## src/inc/temp_offset_pkg.sv

```systemverilog
// package for the temperature offset and measurement configuration registers
// assumes a word-wide ahb-lite bus with each register on one aligned word
package temp_offset_pkg;
  localparam int ADDR_W = 10;
  localparam int IDX_W = 8;
  localparam int TEMP_W = 10;
  // register indexes; byte address is four times the index
  localparam logic [IDX_W-1:0] IDX_LOCAL_OFFSET = 8'h71;
  localparam logic [IDX_W-1:0] IDX_REMOTE_TWO_OFFSET = 8'h72;
  localparam logic [IDX_W-1:0] IDX_MEAS_CONFIG = 8'h73;
  localparam logic [IDX_W-1:0] IDX_ALERT_MASK_FIRST = 8'h74;
  localparam logic [IDX_W-1:0] IDX_LOCK_CONFIG = 8'h40;
  localparam logic [IDX_W-1:0] IDX_DUTY_BASE = 8'h30;
  localparam logic [IDX_W-1:0] IDX_LOCAL_RESULT = 8'h80;
  localparam logic [IDX_W-1:0] IDX_REMOTE_TWO_RESULT = 8'h81;
  // reset values
  localparam logic [7:0] RST_OFFSET = 8'h00;
  localparam logic [7:0] RST_MEAS_CONFIG = 8'h00;
  localparam logic [7:0] RST_ALERT_MASK = 8'h00;
  localparam logic [7:0] DUTY_IDLE = 8'h00;
  // measurement_config fields
  localparam int BIT_DETECT_EN = 0;
  localparam int BIT_DETECT_LO = 1;
  localparam int BIT_NO_AVG = 4;
  localparam int BIT_ATTENUATOR_BYPASS_BYPASS = 5;
  localparam int BIT_SINGLE_SINGLE_CHANNEL_CONVERT = 6;
  localparam int BIT_SHUTDOWN = 7;
  localparam logic [7:0] CFG_WRITE_MASK = 8'hf1;
  // lock_config field
  localparam int BIT_LOCK = 1;
  // single-channel select codes
  localparam logic [2:0] SEL_CORE_V = 3'h1;
  localparam logic [2:0] SEL_SUPPLY_3V3 = 3'h2;
  localparam logic [2:0] SEL_REMOTE_ONE = 3'h5;
  localparam logic [2:0] SEL_LOCAL = 3'h6;
  localparam logic [2:0] SEL_REMOTE_TWO = 3'h7;
  localparam logic [TEMP_W-1:0] TEMP_MAX = 10'h3ff;

  typedef enum logic [4:0] {
    CH_CORE_V = 5'b00001,
    CH_SUPPLY = 5'b00010,
    CH_REMOTE_ONE = 5'b00100,
    CH_LOCAL = 5'b01000,
    CH_REMOTE_TWO = 5'b10000
  } single_channel_convert_channel_t;

  typedef struct packed {
    logic valid;
    logic write;
    logic [IDX_W-1:0] idx;
  } addr_phase_t;

  typedef struct packed {
    logic valid;
    logic [TEMP_W-1:0] value;
  } reading_t;

  typedef struct packed {
    logic no_averaging;
    logic attenuator_bypass;
    logic single_channel_convert;
    logic shutdown_request;
  } meas_mode_t;
endpackage

```

## src/logic/temp_offset_regs.sv

```systemverilog
// offset, measurement configuration and lock registers of a thermal monitor
// assumes an ahb-lite master on hclk, adc readings and limits on hclk, and
// fan presence pins that are asynchronous to hclk
// What this block does
// - local offset, signed, half-degree steps, is added to every local reading
// - remote two offset, signed, half-degree steps, added to that reading
// - with lock set, writes to both offsets and measurement_config are ignored
// - detect enable at bit 0 makes bits 3:1 show four-wire fan presence
// - bits 1 to 3 are read-only four-wire detect flags for fans one to three
// - bit 4 turns off measurement averaging for faster conversions
// - bit 5 bypasses the core voltage input attenuator
// - bit 6 converts one input continuously, chosen by external code
// - codes 1,2,5,6,7 select core, 3.3 V, remote one, local, remote two
// - bit 7 shuts down, all fan drives go to fan-off level per invert
// - during shutdown current duty cycle registers read zero
`timescale 1ns/10ps
module temp_offset_regs
  import temp_offset_pkg::*;
#(
  parameter int NUM_FANS = 3
) (
  // clock and reset
  input wire logic hclk,
  input wire logic hresetn,
  // ahb-lite slave
  input wire logic hsel,
  input wire logic [temp_offset_pkg::ADDR_W-1:0] haddr,
  input wire logic [1:0] htrans,
  input wire logic hwrite,
  input wire logic [2:0] hsize,
  input wire logic [31:0] hwdata,
  input wire logic hready,
  output logic hreadyout,
  output logic hresp,
  output logic [31:0] hrdata,
  // adc readings and limits
  input wire temp_offset_pkg::reading_t local_raw,
  input wire temp_offset_pkg::reading_t remote_two_raw,
  input wire logic [temp_offset_pkg::TEMP_W-1:0] local_limit,
  input wire logic [temp_offset_pkg::TEMP_W-1:0] remote_two_limit,
  output logic [temp_offset_pkg::TEMP_W-1:0] local_result,
  output logic [temp_offset_pkg::TEMP_W-1:0] remote_two_result,
  output logic local_over_limit,
  output logic remote_two_over_limit,
  // converter control
  input wire logic [2:0] channel_select_code,
  output temp_offset_pkg::meas_mode_t meas_mode,
  output temp_offset_pkg::single_channel_convert_channel_t single_channel_convert_channel,
  output logic select_code_reserved,
  // fans
  input wire logic [NUM_FANS-1:0] fan_speed_sense_four_wire,
  input wire logic [NUM_FANS-1:0] fan_drive_raw,
  input wire logic [8*NUM_FANS-1:0] duty_now,
  input wire logic drive_polarity_invert,
  output logic [NUM_FANS-1:0] fan_drive,
  // alert mask and lock state
  output logic [7:0] alert_mask_first,
  output logic locked
);
  import temp_offset_pkg::*;

  addr_phase_t ap_q;
  logic [7:0] local_offset_q, remote_two_offset_q, cfg_q, mask_q;
  logic lock_q;
  logic [NUM_FANS-1:0] det_meta_q, det_sync_q;
  logic [TEMP_W-1:0] local_res_q, remote_two_res_q;
  logic local_over_q, remote_two_over_q;
  logic [31:0] rdata_q;
  logic [NUM_FANS-1:0] drive_q;
  single_channel_convert_channel_t chan_q;
  logic reserved_q;

  // bus decode
  wire logic take = hsel & hready & htrans[1];
  wire logic [IDX_W-1:0] idx_in = haddr[ADDR_W-1:2];
  wire logic wr = ap_q.valid & ap_q.write;
  wire logic wr_open = wr & ~lock_q;
  wire logic wr_local = wr_open & (ap_q.idx == IDX_LOCAL_OFFSET);
  wire logic wr_remote = wr_open & (ap_q.idx == IDX_REMOTE_TWO_OFFSET);
  wire logic wr_cfg = wr_open & (ap_q.idx == IDX_MEAS_CONFIG);
  wire logic wr_mask = wr & (ap_q.idx == IDX_ALERT_MASK_FIRST);
  wire logic wr_lock = wr & (ap_q.idx == IDX_LOCK_CONFIG);
  wire logic shutdown = cfg_q[BIT_SHUTDOWN];

  // detect flags only show while detection is enabled
  wire logic [2:0] det_view = cfg_q[BIT_DETECT_EN] ?
    det_sync_q[2:0] : 3'h0;
  wire logic [7:0] cfg_view = {cfg_q[7:4], det_view, cfg_q[0]};

  // current duty cycles, forced to idle in shutdown
  logic [8*NUM_FANS-1:0] duty_view;
  genvar g;
  generate
    for (g = 0; g < NUM_FANS; g++) begin : g_fan
      assign duty_view[8*g +: 8] = shutdown ?
        DUTY_IDLE : duty_now[8*g +: 8];
      always_ff @(posedge hclk or negedge hresetn) begin
        if (!hresetn) begin
          drive_q[g] <= 1'b0;
        end else begin
          drive_q[g] <= shutdown ?
            drive_polarity_invert : fan_drive_raw[g];
        end
      end
    end
  endgenerate

  // read mux; unmapped addresses read zero
  logic [7:0] rd_byte;
  logic [IDX_W-1:0] duty_rel;
  always_comb begin
    duty_rel = idx_in - IDX_DUTY_BASE;
    if (idx_in == IDX_LOCAL_OFFSET) begin
      rd_byte = local_offset_q;
    end else if (idx_in == IDX_REMOTE_TWO_OFFSET) begin
      rd_byte = remote_two_offset_q;
    end else if (idx_in == IDX_MEAS_CONFIG) begin
      rd_byte = cfg_view;
    end else if (idx_in == IDX_ALERT_MASK_FIRST) begin
      rd_byte = mask_q;
    end else if (idx_in == IDX_LOCK_CONFIG) begin
      rd_byte = 8'(lock_q) << BIT_LOCK;
    end else if (idx_in == IDX_LOCAL_RESULT) begin
      rd_byte = local_res_q[TEMP_W-1 -: 8];
    end else if (idx_in == IDX_REMOTE_TWO_RESULT) begin
      rd_byte = remote_two_res_q[TEMP_W-1 -: 8];
    end else if (idx_in >= IDX_DUTY_BASE &&
                 duty_rel < IDX_W'(NUM_FANS)) begin
      rd_byte = duty_view[8*duty_rel +: 8];
    end else begin
      rd_byte = 8'h00;
    end
  end

  // offset in half degrees is twice the reading's quarter-degree step;
  // the sum is clamped to the reading's range instead of wrapping
  function automatic logic [TEMP_W-1:0] correct(
    input logic [TEMP_W-1:0] raw,
    input logic [7:0] off
  );
    logic signed [TEMP_W+1:0] sum;
    sum = $signed({2'b00, raw}) + $signed({{(TEMP_W-8){off[7]}}, off, 1'b0});
    if (sum < 0) begin
      correct = '0;
    end else if (sum > $signed({2'b00, TEMP_MAX})) begin
      correct = TEMP_MAX;
    end else begin
      correct = sum[TEMP_W-1:0];
    end
  endfunction

  wire logic [TEMP_W-1:0] local_fix =
    correct(local_raw.value, local_offset_q);
  wire logic [TEMP_W-1:0] remote_two_fix =
    correct(remote_two_raw.value, remote_two_offset_q);

  // bus pipeline and registers
  always_ff @(posedge hclk or negedge hresetn) begin
    if (!hresetn) begin
      ap_q <= '0;
      rdata_q <= '0;
    end else if (hready) begin
      ap_q <= '{valid: take, write: hwrite, idx: idx_in};
      rdata_q <= (take & ~hwrite) ? {24'h0, rd_byte} : 32'h0;
    end
  end

  always_ff @(posedge hclk or negedge hresetn) begin
    if (!hresetn) begin
      local_offset_q <= RST_OFFSET;
      remote_two_offset_q <= RST_OFFSET;
      cfg_q <= RST_MEAS_CONFIG;
      mask_q <= RST_ALERT_MASK;
      lock_q <= 1'b0;
    end else begin
      if (wr_local) local_offset_q <= hwdata[7:0];
      if (wr_remote) remote_two_offset_q <= hwdata[7:0];
      if (wr_cfg) cfg_q <= hwdata[7:0] & CFG_WRITE_MASK;
      if (wr_mask) mask_q <= hwdata[7:0];
      // lock only clears at reset, so software cannot undo it
      if (wr_lock & hwdata[BIT_LOCK]) lock_q <= 1'b1;
    end
  end

  // presence pins come from the fan connectors, asynchronous to hclk
  always_ff @(posedge hclk or negedge hresetn) begin
    if (!hresetn) begin
      det_meta_q <= '0;
      det_sync_q <= '0;
    end else begin
      det_meta_q <= fan_speed_sense_four_wire;
      det_sync_q <= det_meta_q;
    end
  end

  // corrected readings are stored and compared, never the raw ones
  always_ff @(posedge hclk or negedge hresetn) begin
    if (!hresetn) begin
      local_res_q <= '0;
      remote_two_res_q <= '0;
      local_over_q <= 1'b0;
      remote_two_over_q <= 1'b0;
    end else begin
      if (local_raw.valid) begin
        local_res_q <= local_fix;
        local_over_q <= local_fix > local_limit;
      end
      if (remote_two_raw.valid) begin
        remote_two_res_q <= remote_two_fix;
        remote_two_over_q <= remote_two_fix > remote_two_limit;
      end
    end
  end

  // single-channel select; reserved codes keep the last legal channel
  always_ff @(posedge hclk or negedge hresetn) begin
    if (!hresetn) begin
      chan_q <= CH_LOCAL;
      reserved_q <= 1'b0;
    end else begin
      reserved_q <= 1'b0;
      case (channel_select_code)
        SEL_CORE_V: chan_q <= CH_CORE_V;
        SEL_SUPPLY_3V3: chan_q <= CH_SUPPLY;
        SEL_REMOTE_ONE: chan_q <= CH_REMOTE_ONE;
        SEL_LOCAL: chan_q <= CH_LOCAL;
        SEL_REMOTE_TWO: chan_q <= CH_REMOTE_TWO;
        default: reserved_q <= 1'b1;
      endcase
    end
  end

  assign hreadyout = 1'b1;
  assign hresp = 1'b0;
  assign hrdata = rdata_q;
  assign local_result = local_res_q;
  assign remote_two_result = remote_two_res_q;
  assign local_over_limit = local_over_q;
  assign remote_two_over_limit = remote_two_over_q;
  assign meas_mode.no_averaging = cfg_q[BIT_NO_AVG];
  assign meas_mode.attenuator_bypass = cfg_q[BIT_ATTENUATOR_BYPASS_BYPASS];
  assign meas_mode.single_channel_convert = cfg_q[BIT_SINGLE_SINGLE_CHANNEL_CONVERT];
  assign meas_mode.shutdown_request = shutdown;
  assign single_channel_convert_channel = chan_q;
  assign select_code_reserved = reserved_q;
  assign fan_drive = drive_q;
  assign alert_mask_first = mask_q;
  assign locked = lock_q;
endmodule

```

## config.mk

```make
export PLATFORM = sky130hd
export DESIGN_NAME = temp_offset_regs
export DESIGN_NICKNAME = d
export VERILOG_FILES = /design/src/inc/temp_offset_pkg.sv /design/src/logic/temp_offset_regs.sv
export SDC_FILE = /design/constraint.sdc
export NUM_CORES = 1
export LEC_CHECK = 0
export ABC_CLOCK_PERIOD_IN_PS = 10100
export BUFFER_PORTS_ARGS = -buffer_cell sky130_fd_sc_hd__buf_4
export CORE_MARGIN = 4
export CORE_UTILIZATION = 35
export DETAILED_ROUTE_END_ITERATION = 8
export GPL_ROUTABILITY_DRIVEN = 0
export GPL_TIMING_DRIVEN = 0
export PLACE_DENSITY = 0.55
export SLEW_MARGIN = 20
export SYNTH_ARGS = -nofsm -noshare
export SYNTH_HDL_FRONTEND = slang
export SYNTH_SLANG_ARGS = --single-unit
```

## constraint.sdc

```tcl
create_clock -name hclk -period 10.1 [get_ports hclk]
set_input_delay 1.01 -clock hclk [delete_from_list [all_inputs] [get_ports hclk]]
set_output_delay 1.01 -clock hclk [all_outputs]
set_load 0.05 [all_outputs]
```

# After elaboration in Yosys (flattened, before gate mapping)
# Index checks and enable logic that the tools add are counted.
# Widths: inputs -> output; s select.
# word_totals
latchBits,0
in_bits,128
rom_bits,0
mem_count,0
ram_bits,0
word_cells,87
out_inout_bits,78
register_bits,109
# classes
n_lt_le_gt_ge,8
div_mod_pow,0
n_shift,1
n_eq_ne,17
n_bitwise,13
n_mul,0
addsub,3
muxes,22
reduce_logical,3
# ops
cell,n
$mux 8,12
$eq 8x7->1 const B,10
$mux 10,4
$pmux 5 s5,1
$add 11x9->12,2
$gt 12x11->1 const B,2
$lt 12x1->1 const B,2
$shiftx 24x12->8,1
$gt 10x10->1,2
$eq 8x8->1 const B,2
$and 1x1->1,11
$eq 3x3->1 const B,3
$ge 8x6->1 const B,1
$lt 8x2->1 const B,1
$sub 8x6->8 const B,1
$reduce_bool 5->1,1
$reduce_or 5->1,1
$mux 1,4
$eq 3x1->1 const B,1
$eq 3x2->1 const B,1
$mux 3,1
$not 1->1,2
$logic_and 1x1->1,1

# Depth between registers and ports, before layout
# Gate-level depths: netlist (run 1).
# logic_depth
ltp_word,12
depth_mapped,16
depth_no_buf,15

# Least setup slack after synthesis (run 1)
# Ideal clock, no wire load.
# synth_timing
path_kind,in2reg
startpoint,input port local_raw[1] (netlist name)
endpoint,register local_over_q (netlist: local_over_limit)
setup_slack_ns,6.041
setup_time_ns,0.142
t_required_ns,9.958
arrival_time_ns,3.917
n_path_buf,1
stages,16
path_cell_list,ha_1 fa_1 a211oi_2 o211ai_2 a31oi_1 nand2_1 mux2_2 buf_6 a21oi_1 ha_1 nor2b_1 o21a_1 o21a_1 o211ai_1 a21o_1 a31oi_1
# synth_via
elab_chain_cells,5
word_cells_on_any_way,6
classes_between,add/sub (1); order compare (3); mux (2)
# synth_rtl
item,line_no,rtl
start: declaration,temp_offset_regs.sv:37,"input wire temp_offset_pkg::reading_t local_raw,"
$add 11x9->12 *,temp_offset_regs.sv:142,"sum = $signed({2'b00, raw}) + $signed({{(TEMP_W-8){off[7]}}, off, 1'b0});"
$gt 12x11->1,temp_offset_regs.sv:145,"end else if (sum > $signed({2'b00, TEMP_MAX})) begin"
$mux 10,temp_offset_regs.sv:145,
$mux 10 *,temp_offset_regs.sv:143,if (sum < 0) begin
via local_fix[1],temp_offset_regs.sv:152,wire logic [TEMP_W-1:0] local_fix =
$gt 10x10->1 *,temp_offset_regs.sv:206,local_over_q <= local_fix > local_limit;
end signal: assignment,temp_offset_regs.sv:206,
end: declaration,temp_offset_regs.sv:67,"logic local_over_q, remote_two_over_q;"
# The timed path passes the listed nets; every way through them passes the cells marked *.
# A chain may end at the register's enable or synchronous reset.

# Worst setup path after layout (run 1)
# Ends and elaborated chain as after synthesis.

==> results of run 1 <==
## worst max path at each step
stage                       endpoint  cells after the start         start  slack [ns]
global placement    local_over_limit                     17  local_raw[1]        5.67
finish              local_over_limit                     17  local_raw[1]        5.93
floorplan           local_over_limit                     16  local_raw[1]        6.04
detailed placement  local_over_limit                     17  local_raw[1]        5.58
global route        local_over_limit                     16  local_raw[1]        5.67
CTS                 local_over_limit                     17  local_raw[1]        5.94
## layout by cell type, fill, tap and decap left out, types with 6 or more instances in the layout
master and n:
nand2_1 54, a21o_1 10, or3_1 6, dfrtp_1 84, o21a_1 7, buf_4 175, mux2i_1 9, nor2_1 47
a22oi_1 8, xor2_1 7, nand3_1 16, o221a_2 6, o2bb2ai_1 9, inv_1 50, nor3_1 13, o21ai_0 47
clkbuf_1 15, conb_1 26, mux2_2 40, clkbuf_16 9, o221ai_1 9, nor2b_1 6, o211ai_1 8, a31oi_1 8
ha_1 43, a21oi_1 51
## critical path: stages
cell,delay (ns)
buf_4,0.11
ha_1,0.23
fa_1,0.44
a211oi_2,0.29
o211ai_2,0.15
a31oi_1,0.26
nand2_1,0.10
mux2_2,0.34
buf_6,0.16
a21oi_1,0.15
ha_1,0.26
nor2b_1,0.14
o21a_1,0.16
o21a_1,0.18
o211ai_1,0.17
a21o_1,0.13
a31oi_1,0.08
## stage by stage
stage / area (um2) / utilization (%) / setup slack [ns]
6_report: 8028 / 46.09 / 5.928
5_1_grt: 8028 / 46.09 / 5.666
4_1_cts: 8024 / 46.07 / 5.938
3_5_place_dp: 7715 / 44.30 / 5.584
3_3_place_gp: 7715 / 44.30 / 5.673
2_1_floorplan: 6337 / - / 6.041
## where the power goes
group | leakage (nW) | switching, mW | internal, mW
clock network | 0.152 | 0.136 | 0.205
registers | 1.06 | 0.0232 | 0.364
logic | 2.61 | 0.198 | 0.118
## cells in the mapped netlist, types with 7 or more instances
master	instances	share of area, %
dfrtp_1	84	34
nand2_1	54	3.2
a21oi_1	51	4.1
inv_1	50	3.0
nor2_1	47	2.8
o21ai_0	47	3.8
ha_1	43	8.6
mux2_2	40	7.2
buf_4	30	3.6
nand3_1	16	1.3
clkbuf_1	15	0.90
nor3_1	13	1.0
a21o_1	10	1.2
mux2i_1	9	1.4
o221ai_1	9	1.3
o2bb2ai_1	9	1.3
a22oi_1	8	0.96
a31oi_1	8	0.80
o211ai_1	8	0.96
o21a_1	7	0.84
xor2_1	7	0.98
## logic make-up after synthesis
logic type      Yosys count  share of synthesized area (%)
compound gates          217                          24.39
simple gates            172                          13.58
buf+inv                 104                          8.291
flops                    85                          34.07
mux                      50                          8.892
fa+ha+maj                45                          9.253
xor+xnor                 10                          1.402
other cells               2                         0.1202
## registers in the layout, indices dropped and copies added (netlist names), 3 cells and up
signal / count
ap_q: 10
local_result: 10
remote_two_result: 10
alert_mask_first: 8
hrdata: 8
local_offset_q: 8
remote_two_offset_q: 8
cfg_q: 5
single_channel_convert_channel: 5
det_meta_q: 3
det_sync_q: 3
fan_drive: 3
## routing by layer
metal	up-vias	wire [um]	track usage [%]
met5	-	0	0
met4	0	284	5.455
met3	22	1680	4.584
met2	238	8853	31.10
met1	2739	8792	26.58
li1	2823	-	-
## layout make-up
cell class              instances  area (um2)  share of cell area [%]
multi-input cells             520        3691                   45.98
flip-flops and latches         85        2128                   26.51
repair buffers                146        1100                   13.70
plain buffers                  54       330.3                   4.115
well taps                     225       281.5                   3.507
clock buffers                  11       252.7                   3.148
inverters                      50       187.7                   2.338
clock inverters                 5       56.30                  0.7014
==> run_results.csv, run 1 <==
group,metric,value,unit
synth,seq_area_frac_synth,34.07,%
cells_and_area,antenna_cells,0,
floorplan,core,0.01742,mm2
global_route,grt_overflow,0,
routing,viasPerCell,5.312,
placement,dpl.hpwl,15.92,mm
synth,postSynthAreaPerCell,9.120,um2
synth,netlist_instances,685,
routing,first_iter_violations,382,
routing,drc,0,
synth,ys.flop_type,"dfrtp_1",
flow_run,maxCapViolations,0,
timing,layout_min_cycle_time,4.172,ns
cells_and_area,drive_above_1_share,31.23,%
cells_and_area,area_growth,28.50,%
timing,final.setup.tns,0,ns
timing,fmax,0.2397,GHz
clock_tree,cts_buffers,9,
global_route,grt_pass1_wl,31.07,mm
synth,synth.yosys.warnings,0,
routing,vias,5822,
worst_setup_path,cp_max_fo,10,
floorplan,die_area,0.02005,mm2
worst_setup_path,reg2reg_depth,16,
worst_setup_path,cp.arrival,4.37,ns
clock_tree,cts_max_path_buffers,2,
floorplan,start_util,35.87,%
global_route,globalRouteTotalUtil,19.50,%
clock_tree,clk_pin_slew,0.06,ns
cells_and_area,fillers,1715,
global_route,grt_max_degree,86,
routing,wl_per_cell,17.89,um
pwr,power,1.045,mW
timing,hold_violations,0,
placement,dp.cells,1080,
worst_setup_path,required,10.30,ns
cells_and_area,layout.cells.non_filler,1096,
synth,synth_edf_count,0,
timing,worst_pin_slew,1.043,ns
worst_setup_path,start_kind,"input port",
clock_tree,clock_latency,0.34,ns
clock_tree,cts.sinks,85,
clock_tree,post_cts.repair.setup_buffers,0,
synth,synth.distinct_cells,78,
timing,worst_hold_slack,0.3486,ns
floorplan,ios,206,
timing,slew_viol_final,0,
worst_setup_path,r2r_end,"local_over_limit",
routing,wirelength,19.61,mm
global_route,antenna_found_initial,0,
floorplan,die_h,141.6,um
worst_hold_path,holdPathEnd,"det_sync_q[0]",
worst_setup_path,worstSetupPathType,"in2reg",
worst_hold_path,hold_start,"det_meta_q[0]",
worst_setup_path,rrSetupSlack,6.29,ns
clock_tree,cts-resized-gates,0,
timing,relSlewSlack,29.94,%
clock_tree,h-tree-depth,3,
worst_setup_path,cp-end-kind,"register",
placement,port_buffers,146,
floorplan,dieWidth,141.6,um
timing,final-setup-viol-count,0,
synth,syn_area,0.006247,mm2
worst_hold_path,worstHoldPathCells,0,
cells_and_area,nets,1039,
synth,synth_seq_cells,85,
clock_tree,holdBufCountCts,0,
clock_tree,cts-root-buf,"clkbuf_16",
routing,drt_pre_antenna_iters,5,
clock_tree,cts_tree,"built",
outcome,outcome,"finished, final reports clean",
routing,antenna_left,0,
timing,period_share,41.31,%
worst_setup_path,rr_startpoint,"local_offset_q[0]",
timing,rsz0062_at_grt,"false",
pwr,ir_drop,0.07819,mV
pwr,p_leak,3.816,nW
synth,synthArstFlopShare,100.0,%
timing,fin_skew,0.01005,ns
global_route,grt_pass1_vias,5917,
floorplan,rows,48,
worst_hold_path,min_path_type,"reg2reg",
pwr,power_density,130.1,mW/mm2
(Power assumes the default switching activity.)
==> inputs of run 2 (changes only) <==
ABC_CLOCK_PERIOD_IN_PS = 3800   (was 10100)
PLACE_DENSITY = 0.57   (was 0.55)
clock period = 3.8 ns   (was 10.1 ns; I/O delays follow)
==> run 2 against run 1 <==
Final area rose by 0.64%. Combinational power rose to 2.6 times the previous value. Worst setup slack got worse by 5.7 ns. Core utilization rose by 0.29 points. First-iteration DRC count fell by 27%. Final cell count rose by 0.27%. Via count fell by 2.2%. Register-to-register slack got worse by 6.1 ns. Sequential share of layout area fell by 0.17 points. Global-route usage fell by 0.66 points. Sequential cell count did not move. Critical path type is now reg2reg. Largest power group unchanged. Highest routed layer unchanged.
==> run_results.csv, run 2 (synthesis results as in run 1) <==
group,metric,value,unit
routing,antenna_left,0,
floorplan,die_area,0.02005,mm2
pwr,power_density,350.5,mW/mm2
timing,layout_min_cycle_time,3.615,ns
routing,viasPerCell,5.183,
cells_and_area,area_growth,29.32,%
worst_setup_path,max_stage_delay,0.41,ns
floorplan,rows,48,
timing,relSlewSlack,36.24,%
placement,place_area,0.007724,mm2
cells_and_area,drive_above_1_share,31.92,%
routing,wirelength,19.25,mm
pwr,power,2.832,mW
worst_setup_path,crit_chain,"ha_1 > fa_2 > a211oi_2 > o211ai_2 > a31oi_2 > nand2_1 > mux2_2 > buf_6 > a21oi_1 > ha_1 > nor2b_1 > o21a_1 > o21a_1 > o211ai_1 > a21o_1 > a31oi_1",
floorplan,start_util,35.87,%
floorplan,core,0.01742,mm2
timing,rsz0062_at_grt,"true",
worst_setup_path,cp-end-kind,"register",
routing,wl_per_cell,17.51,um
pwr,ir_drop,0.2378,mV
timing,final.setup.tns,0,ns
cells_and_area,layout_common_cells,"buf_4 (178), dfrtp_1 (84), nand2_1 (54), a21oi_1 (51), inv_1 (50)",
worst_setup_path,start_kind,"register",
placement,port_buffers,146,
cells_and_area,fillers,1735,
worst_setup_path,cp_slowest_cell,"dfrtp_1",
global_route,grt_pass1_wl,29.82,mm
timing,fin_skew,0.009256,ns
worst_setup_path,rr_startpoint,"local_offset_q[0]",
flow_run,maxCapViolations,0,
timing,final-setup-viol-count,0,
routing,drc,0,
clock_tree,cts_max_path_buffers,2,
timing,layout_setup_ws,0.1846,ns
floorplan,ios,206,
cells_and_area,final_common_cell,"buf_4",
cells_and_area,fin_area,0.008079,mm2
routing,first_iter_violations,277,
clock_tree,cts_buffers,9,
global_route,grt_max_degree,86,
routing,vias,5696,
worst_setup_path,cp.arrival,3.82,ns
worst_setup_path,cp_top_family,"compound AO/OA/AOI/OAI gates",
pwr,p_int,1.862,mW
timing,fmax,0.2766,GHz
global_route,globalRouteTotalUtil,18.84,%
clock_tree,h-tree-depth,3,
timing,slew_viol_final,0,
placement,dpl.hpwl,15.21,mm
timing,period_share,95.14,%
pwr,combPwrFrac,29.5,%
worst_hold_path,min_path_type,"in2async",
clock_tree,clk_pin_slew,0.06,ns
timing,worst_pin_slew,0.9491,ns
global_route,antenna_found_initial,0,
clock_tree,clock_latency,0.35,ns
global_route,grt_pass1_vias,5527,
cells_and_area,nets,1042,
placement,dp_slack,-0.06438,ns
worst_setup_path,worstSetupPathType,"reg2reg",
clock_tree,cts-root-buf,"clkbuf_16",
global_route,grt_overflow,0,
pwr,switching_share,34.26,%
pwr,p_leak,3.835,nW
timing,hold_violations,0,
pwr,power_frac_seq,36.4,%
cells_and_area,antenna_cells,0,
routing,drt_pre_antenna_iters,5,
floorplan,die_h,141.6,um
worst_setup_path,required,4.01,ns
worst_setup_path,cp_num_buf_inv,1,
clock_tree,cts_tree,"built",
pwr,pwr-share-clk,34.1,%
floorplan,dieWidth,141.6,um
worst_setup_path,critPathLaunch,"local_offset_q[0]",
clock_tree,cts.sinks,85,
worst_setup_path,cp_max_fo,10,
outcome,outcome,"finished, final reports clean",
pwr,switching_power,970.2,uW
-- run 2: stage by stage --
| step | hold slack (ns) | utilization, % | std cells |
|---|---|---|---|
| detailed placement | 0.3347 | 44.35 | 1080 |
| floorplan | 0.08441 | - | 709 |
| finish | 0.1017 | 46.39 | 1099 |
| global route | 0.1240 | 46.39 | 1099 |
| global placement | 0.3351 | 44.30 | 1080 |
| CTS | 0.1231 | 46.20 | 1096 |
-- run 2: power groups by stage --
stage | Clock, mW | Sequential (mW) | Combinational (mW)
after floorplan | 0 | 1.17 | 0.422
after global placement | 0 | 1.05 | 0.827
after detailed placement | 0 | 1.05 | 0.833
after CTS | 0.985 | 1.03 | 0.835
after global routing | 1.02 | 1.04 | 0.910
final | 0.966 | 1.03 | 0.836
-- run 2: final cells by class --
class / instances / area, um2 / area share (%)
plain buffers: 54 / 331.6 / 4.104
clock inverters: 7 / 97.59 / 1.208
well taps: 225 / 281.5 / 3.485
flip-flops and latches: 85 / 2128 / 26.34
repair buffers: 149 / 1122 / 13.89
inverters: 50 / 187.7 / 2.323
multi-input cells: 520 / 3705 / 45.86
clock buffers: 9 / 225.2 / 2.788
-- run 2: routing by layer --
metal	vias to the layer above	GRT usage, %	routed length [um]
met4	0	5.657	337
met3	20	5.797	1812
met2	221	28.56	8385
met1	2625	25.92	8712
met5	-	0	0
li1	2830	-	-
-- run 2: final timing paths --
kind                            depth (start not counted)               end  slack, ns
max in group asynchronous                               1     det_sync_q[1]       3.15
min in group hclk                                       1     det_meta_q[2]       0.14
worst max-delay path                                   16  local_over_limit       0.18
worst min register to register                          0     det_sync_q[1]       0.35
worst max register to register                         16  local_over_limit       0.18
worst min-delay path                                    1   local_result[8]       0.10
-- run 2: what timing repair did --
item                                    in CTS  in global routing
hold buffers                                 0                  0
endpoints found under the setup margin       0                  2
gates resized for setup                      0                  4
setup buffers                                0                  3
==> inputs of run 3 (changes only) <==
MAX_ROUTING_LAYER = met4   (was default)
==> run 3 against run 2 <==
Final cell count unchanged. Sequential power is essentially flat. Final area did not move. Core utilization is the same. Sequential cell count stayed put.
==> run_results.csv, run 3 (synthesis results as in run 1) <==
group,metric,value,unit
outcome,outcome,"finished, final reports clean",
routing,wirelength,19.23,mm
placement,dp.cells,1080,
timing,relSlewSlack,37.25,%
worst_setup_path,reg2reg_depth,16,
worst_setup_path,rr_startpoint,"local_offset_q[0]",
timing,layout_min_cycle_time,3.616,ns
worst_setup_path,cp_num_buf_inv,1,
routing,viasPerCell,5.177,
timing,fmax,0.2765,GHz
global_route,grt_overflow,0,
floorplan,rows,48,
floorplan,die_h,141.6,um
worst_setup_path,worstSetupPathType,"reg2reg",
pwr,p_leak,3.835,nW
clock_tree,cts.sinks,85,
cells_and_area,final_common_cell,"buf_4",
timing,period_share,95.17,%
pwr,power_frac_seq,36.4,%
timing,hold_violations,0,
cells_and_area,layout.cells.non_filler,1099,
clock_tree,cts_buffers,9,
global_route,antenna_found_initial,0,
pwr,ir_drop,0.2381,mV
global_route,grt_pass1_vias,5533,
worst_setup_path,cp_num_cells,16,
global_route,grt_pass1_wl,29.88,mm
worst_setup_path,start_kind,"register",
cells_and_area,drive_above_1_share,31.92,%
worst_setup_path,critPathLaunch,"local_offset_q[0]",
clock_tree,clk_pin_slew,0.07,ns
pwr,switching_share,34.26,%
clock_tree,h-tree-depth,3,
timing,slew_viol_final,0,
routing,antenna_left,0,
routing,wl_per_cell,17.50,um
routing,drt_pre_antenna_iters,5,
worst_setup_path,required,4.01,ns
worst_setup_path,cp_top_family,"compound AO/OA/AOI/OAI gates",
global_route,grt_max_degree,86,
routing,drc,0,
worst_setup_path,crit_chain,"ha_1 > fa_2 > a211oi_2 > o211ai_2 > a31oi_2 > nand2_1 > mux2_2 > buf_6 > a21oi_1 > ha_1 > nor2b_1 > o21a_1 > o21a_1 > o211ai_1 > a21o_1 > a31oi_1",
cells_and_area,fillers,1735,
placement,dpl.hpwl,15.21,mm
floorplan,die_area,0.02005,mm2
global_route,globalRouteTotalUtil,19.42,%
pwr,switching_power,970.1,uW
worst_setup_path,cp_slowest_cell,"dfrtp_1",
pwr,pwr-share-clk,34.1,%
timing,rsz0062_at_grt,"true",
timing,layout_setup_ws,0.1835,ns
pwr,p_int,1.862,mW
clock_tree,clock_latency,0.35,ns
cells_and_area,final_core_util,46.39,%
placement,dp_slack,-0.06438,ns
timing,worst_pin_slew,0.9378,ns
timing,fin_skew,0.009381,ns
pwr,combPwrFrac,29.5,%
cells_and_area,nets,1042,
timing,final-setup-viol-count,0,
placement,port_buffers,146,
cells_and_area,area_growth,29.32,%
floorplan,ios,206,
clock_tree,cts_max_path_buffers,2,
floorplan,start_util,35.87,%
worst_setup_path,max_stage_delay,0.41,ns
floorplan,core,0.01742,mm2
worst_hold_path,min_path_type,"in2async",
worst_setup_path,cp.arrival,3.82,ns
cells_and_area,layout_common_cells,"buf_4 (178), dfrtp_1 (84), nand2_1 (54), a21oi_1 (51), inv_1 (50)",
worst_setup_path,cp-end-kind,"register",
routing,vias,5690,
clock_tree,cts-root-buf,"clkbuf_16",
clock_tree,holdBufCountCts,0,
routing,first_iter_violations,344,
pwr,power_density,350.5,mW/mm2
flow_run,maxCapViolations,0,
clock_tree,cts_tree,"built",
cells_and_area,antenna_cells,0,
worst_setup_path,cp_max_fo,10,
floorplan,dieWidth,141.6,um
run 3: cell counts in the layout (fill, tap and decap cells not counted):
No cell type changed its count.
run 3: worst paths after layout:
kind / endpoint / slack (ns)
max: local_over_limit / 0.18
min: alert_mask_first[5] / 0.1
max reg2reg: local_over_limit / 0.18
min reg2reg: det_sync_q[1] / 0.35
max in group asynchronous: det_sync_q[1] / 3.15
min in group hclk: det_meta_q[2] / 0.13
run 3: power by group through the flow:
stage / combinational (mW) / sequential [mW] / clock, mW
after floorplan: 0.422 / 1.17 / 0
after global placement: 0.827 / 1.05 / 0
after detailed placement: 0.833 / 1.05 / 0
after CTS: 0.835 / 1.03 / 0.985
after global routing: 0.910 / 1.04 / 1.02
final: 0.836 / 1.03 / 0.966
run 3: cell type report:
cell class / instances / area (um2) / share of cell area (%)
sequential: 85 / 2128 / 26.34
buffer: 54 / 331.6 / 4.104
clock buffer: 9 / 225.2 / 2.788
multi-input combinational: 520 / 3705 / 45.86
inverter: 50 / 187.7 / 2.323
clock inverter: 7 / 97.59 / 1.208
tap: 225 / 281.5 / 3.485
timing repair buffer: 149 / 1122 / 13.89
run 3: layer usage:
layer	routed length [um]	up-vias	track usage [%]	share of wire (%)
li1	-	2824	-	-
met1	8780	2613	26.43	46
met2	8346	231	28.41	43
met3	1755	22	5.325	9.1
met4	346	0	5.657	1.8
met5	0	-	-	0
run 3: repair_timing:
item | CTS | global route
endpoints found under the setup margin | 0 | 2
buffers inserted | 0 | 3
resized for setup | 0 | 4
endpoints found under the hold margin | 0 | 0
run 3: through the flow:
stage	setup TNS (ns)	hold WS [ns]	instance area (um2)	total power [mW]
6_report	0	0.09919	8079	2.832
5_1_grt	-0.07757	0.1240	8079	2.967
4_1_cts	0	0.1231	8046	2.849
3_5_place_dp	-0.06438	0.3347	7724	1.879
3_3_place_gp	-0.02144	0.3351	7715	1.873
2_1_floorplan	0	0.08441	6337	1.588
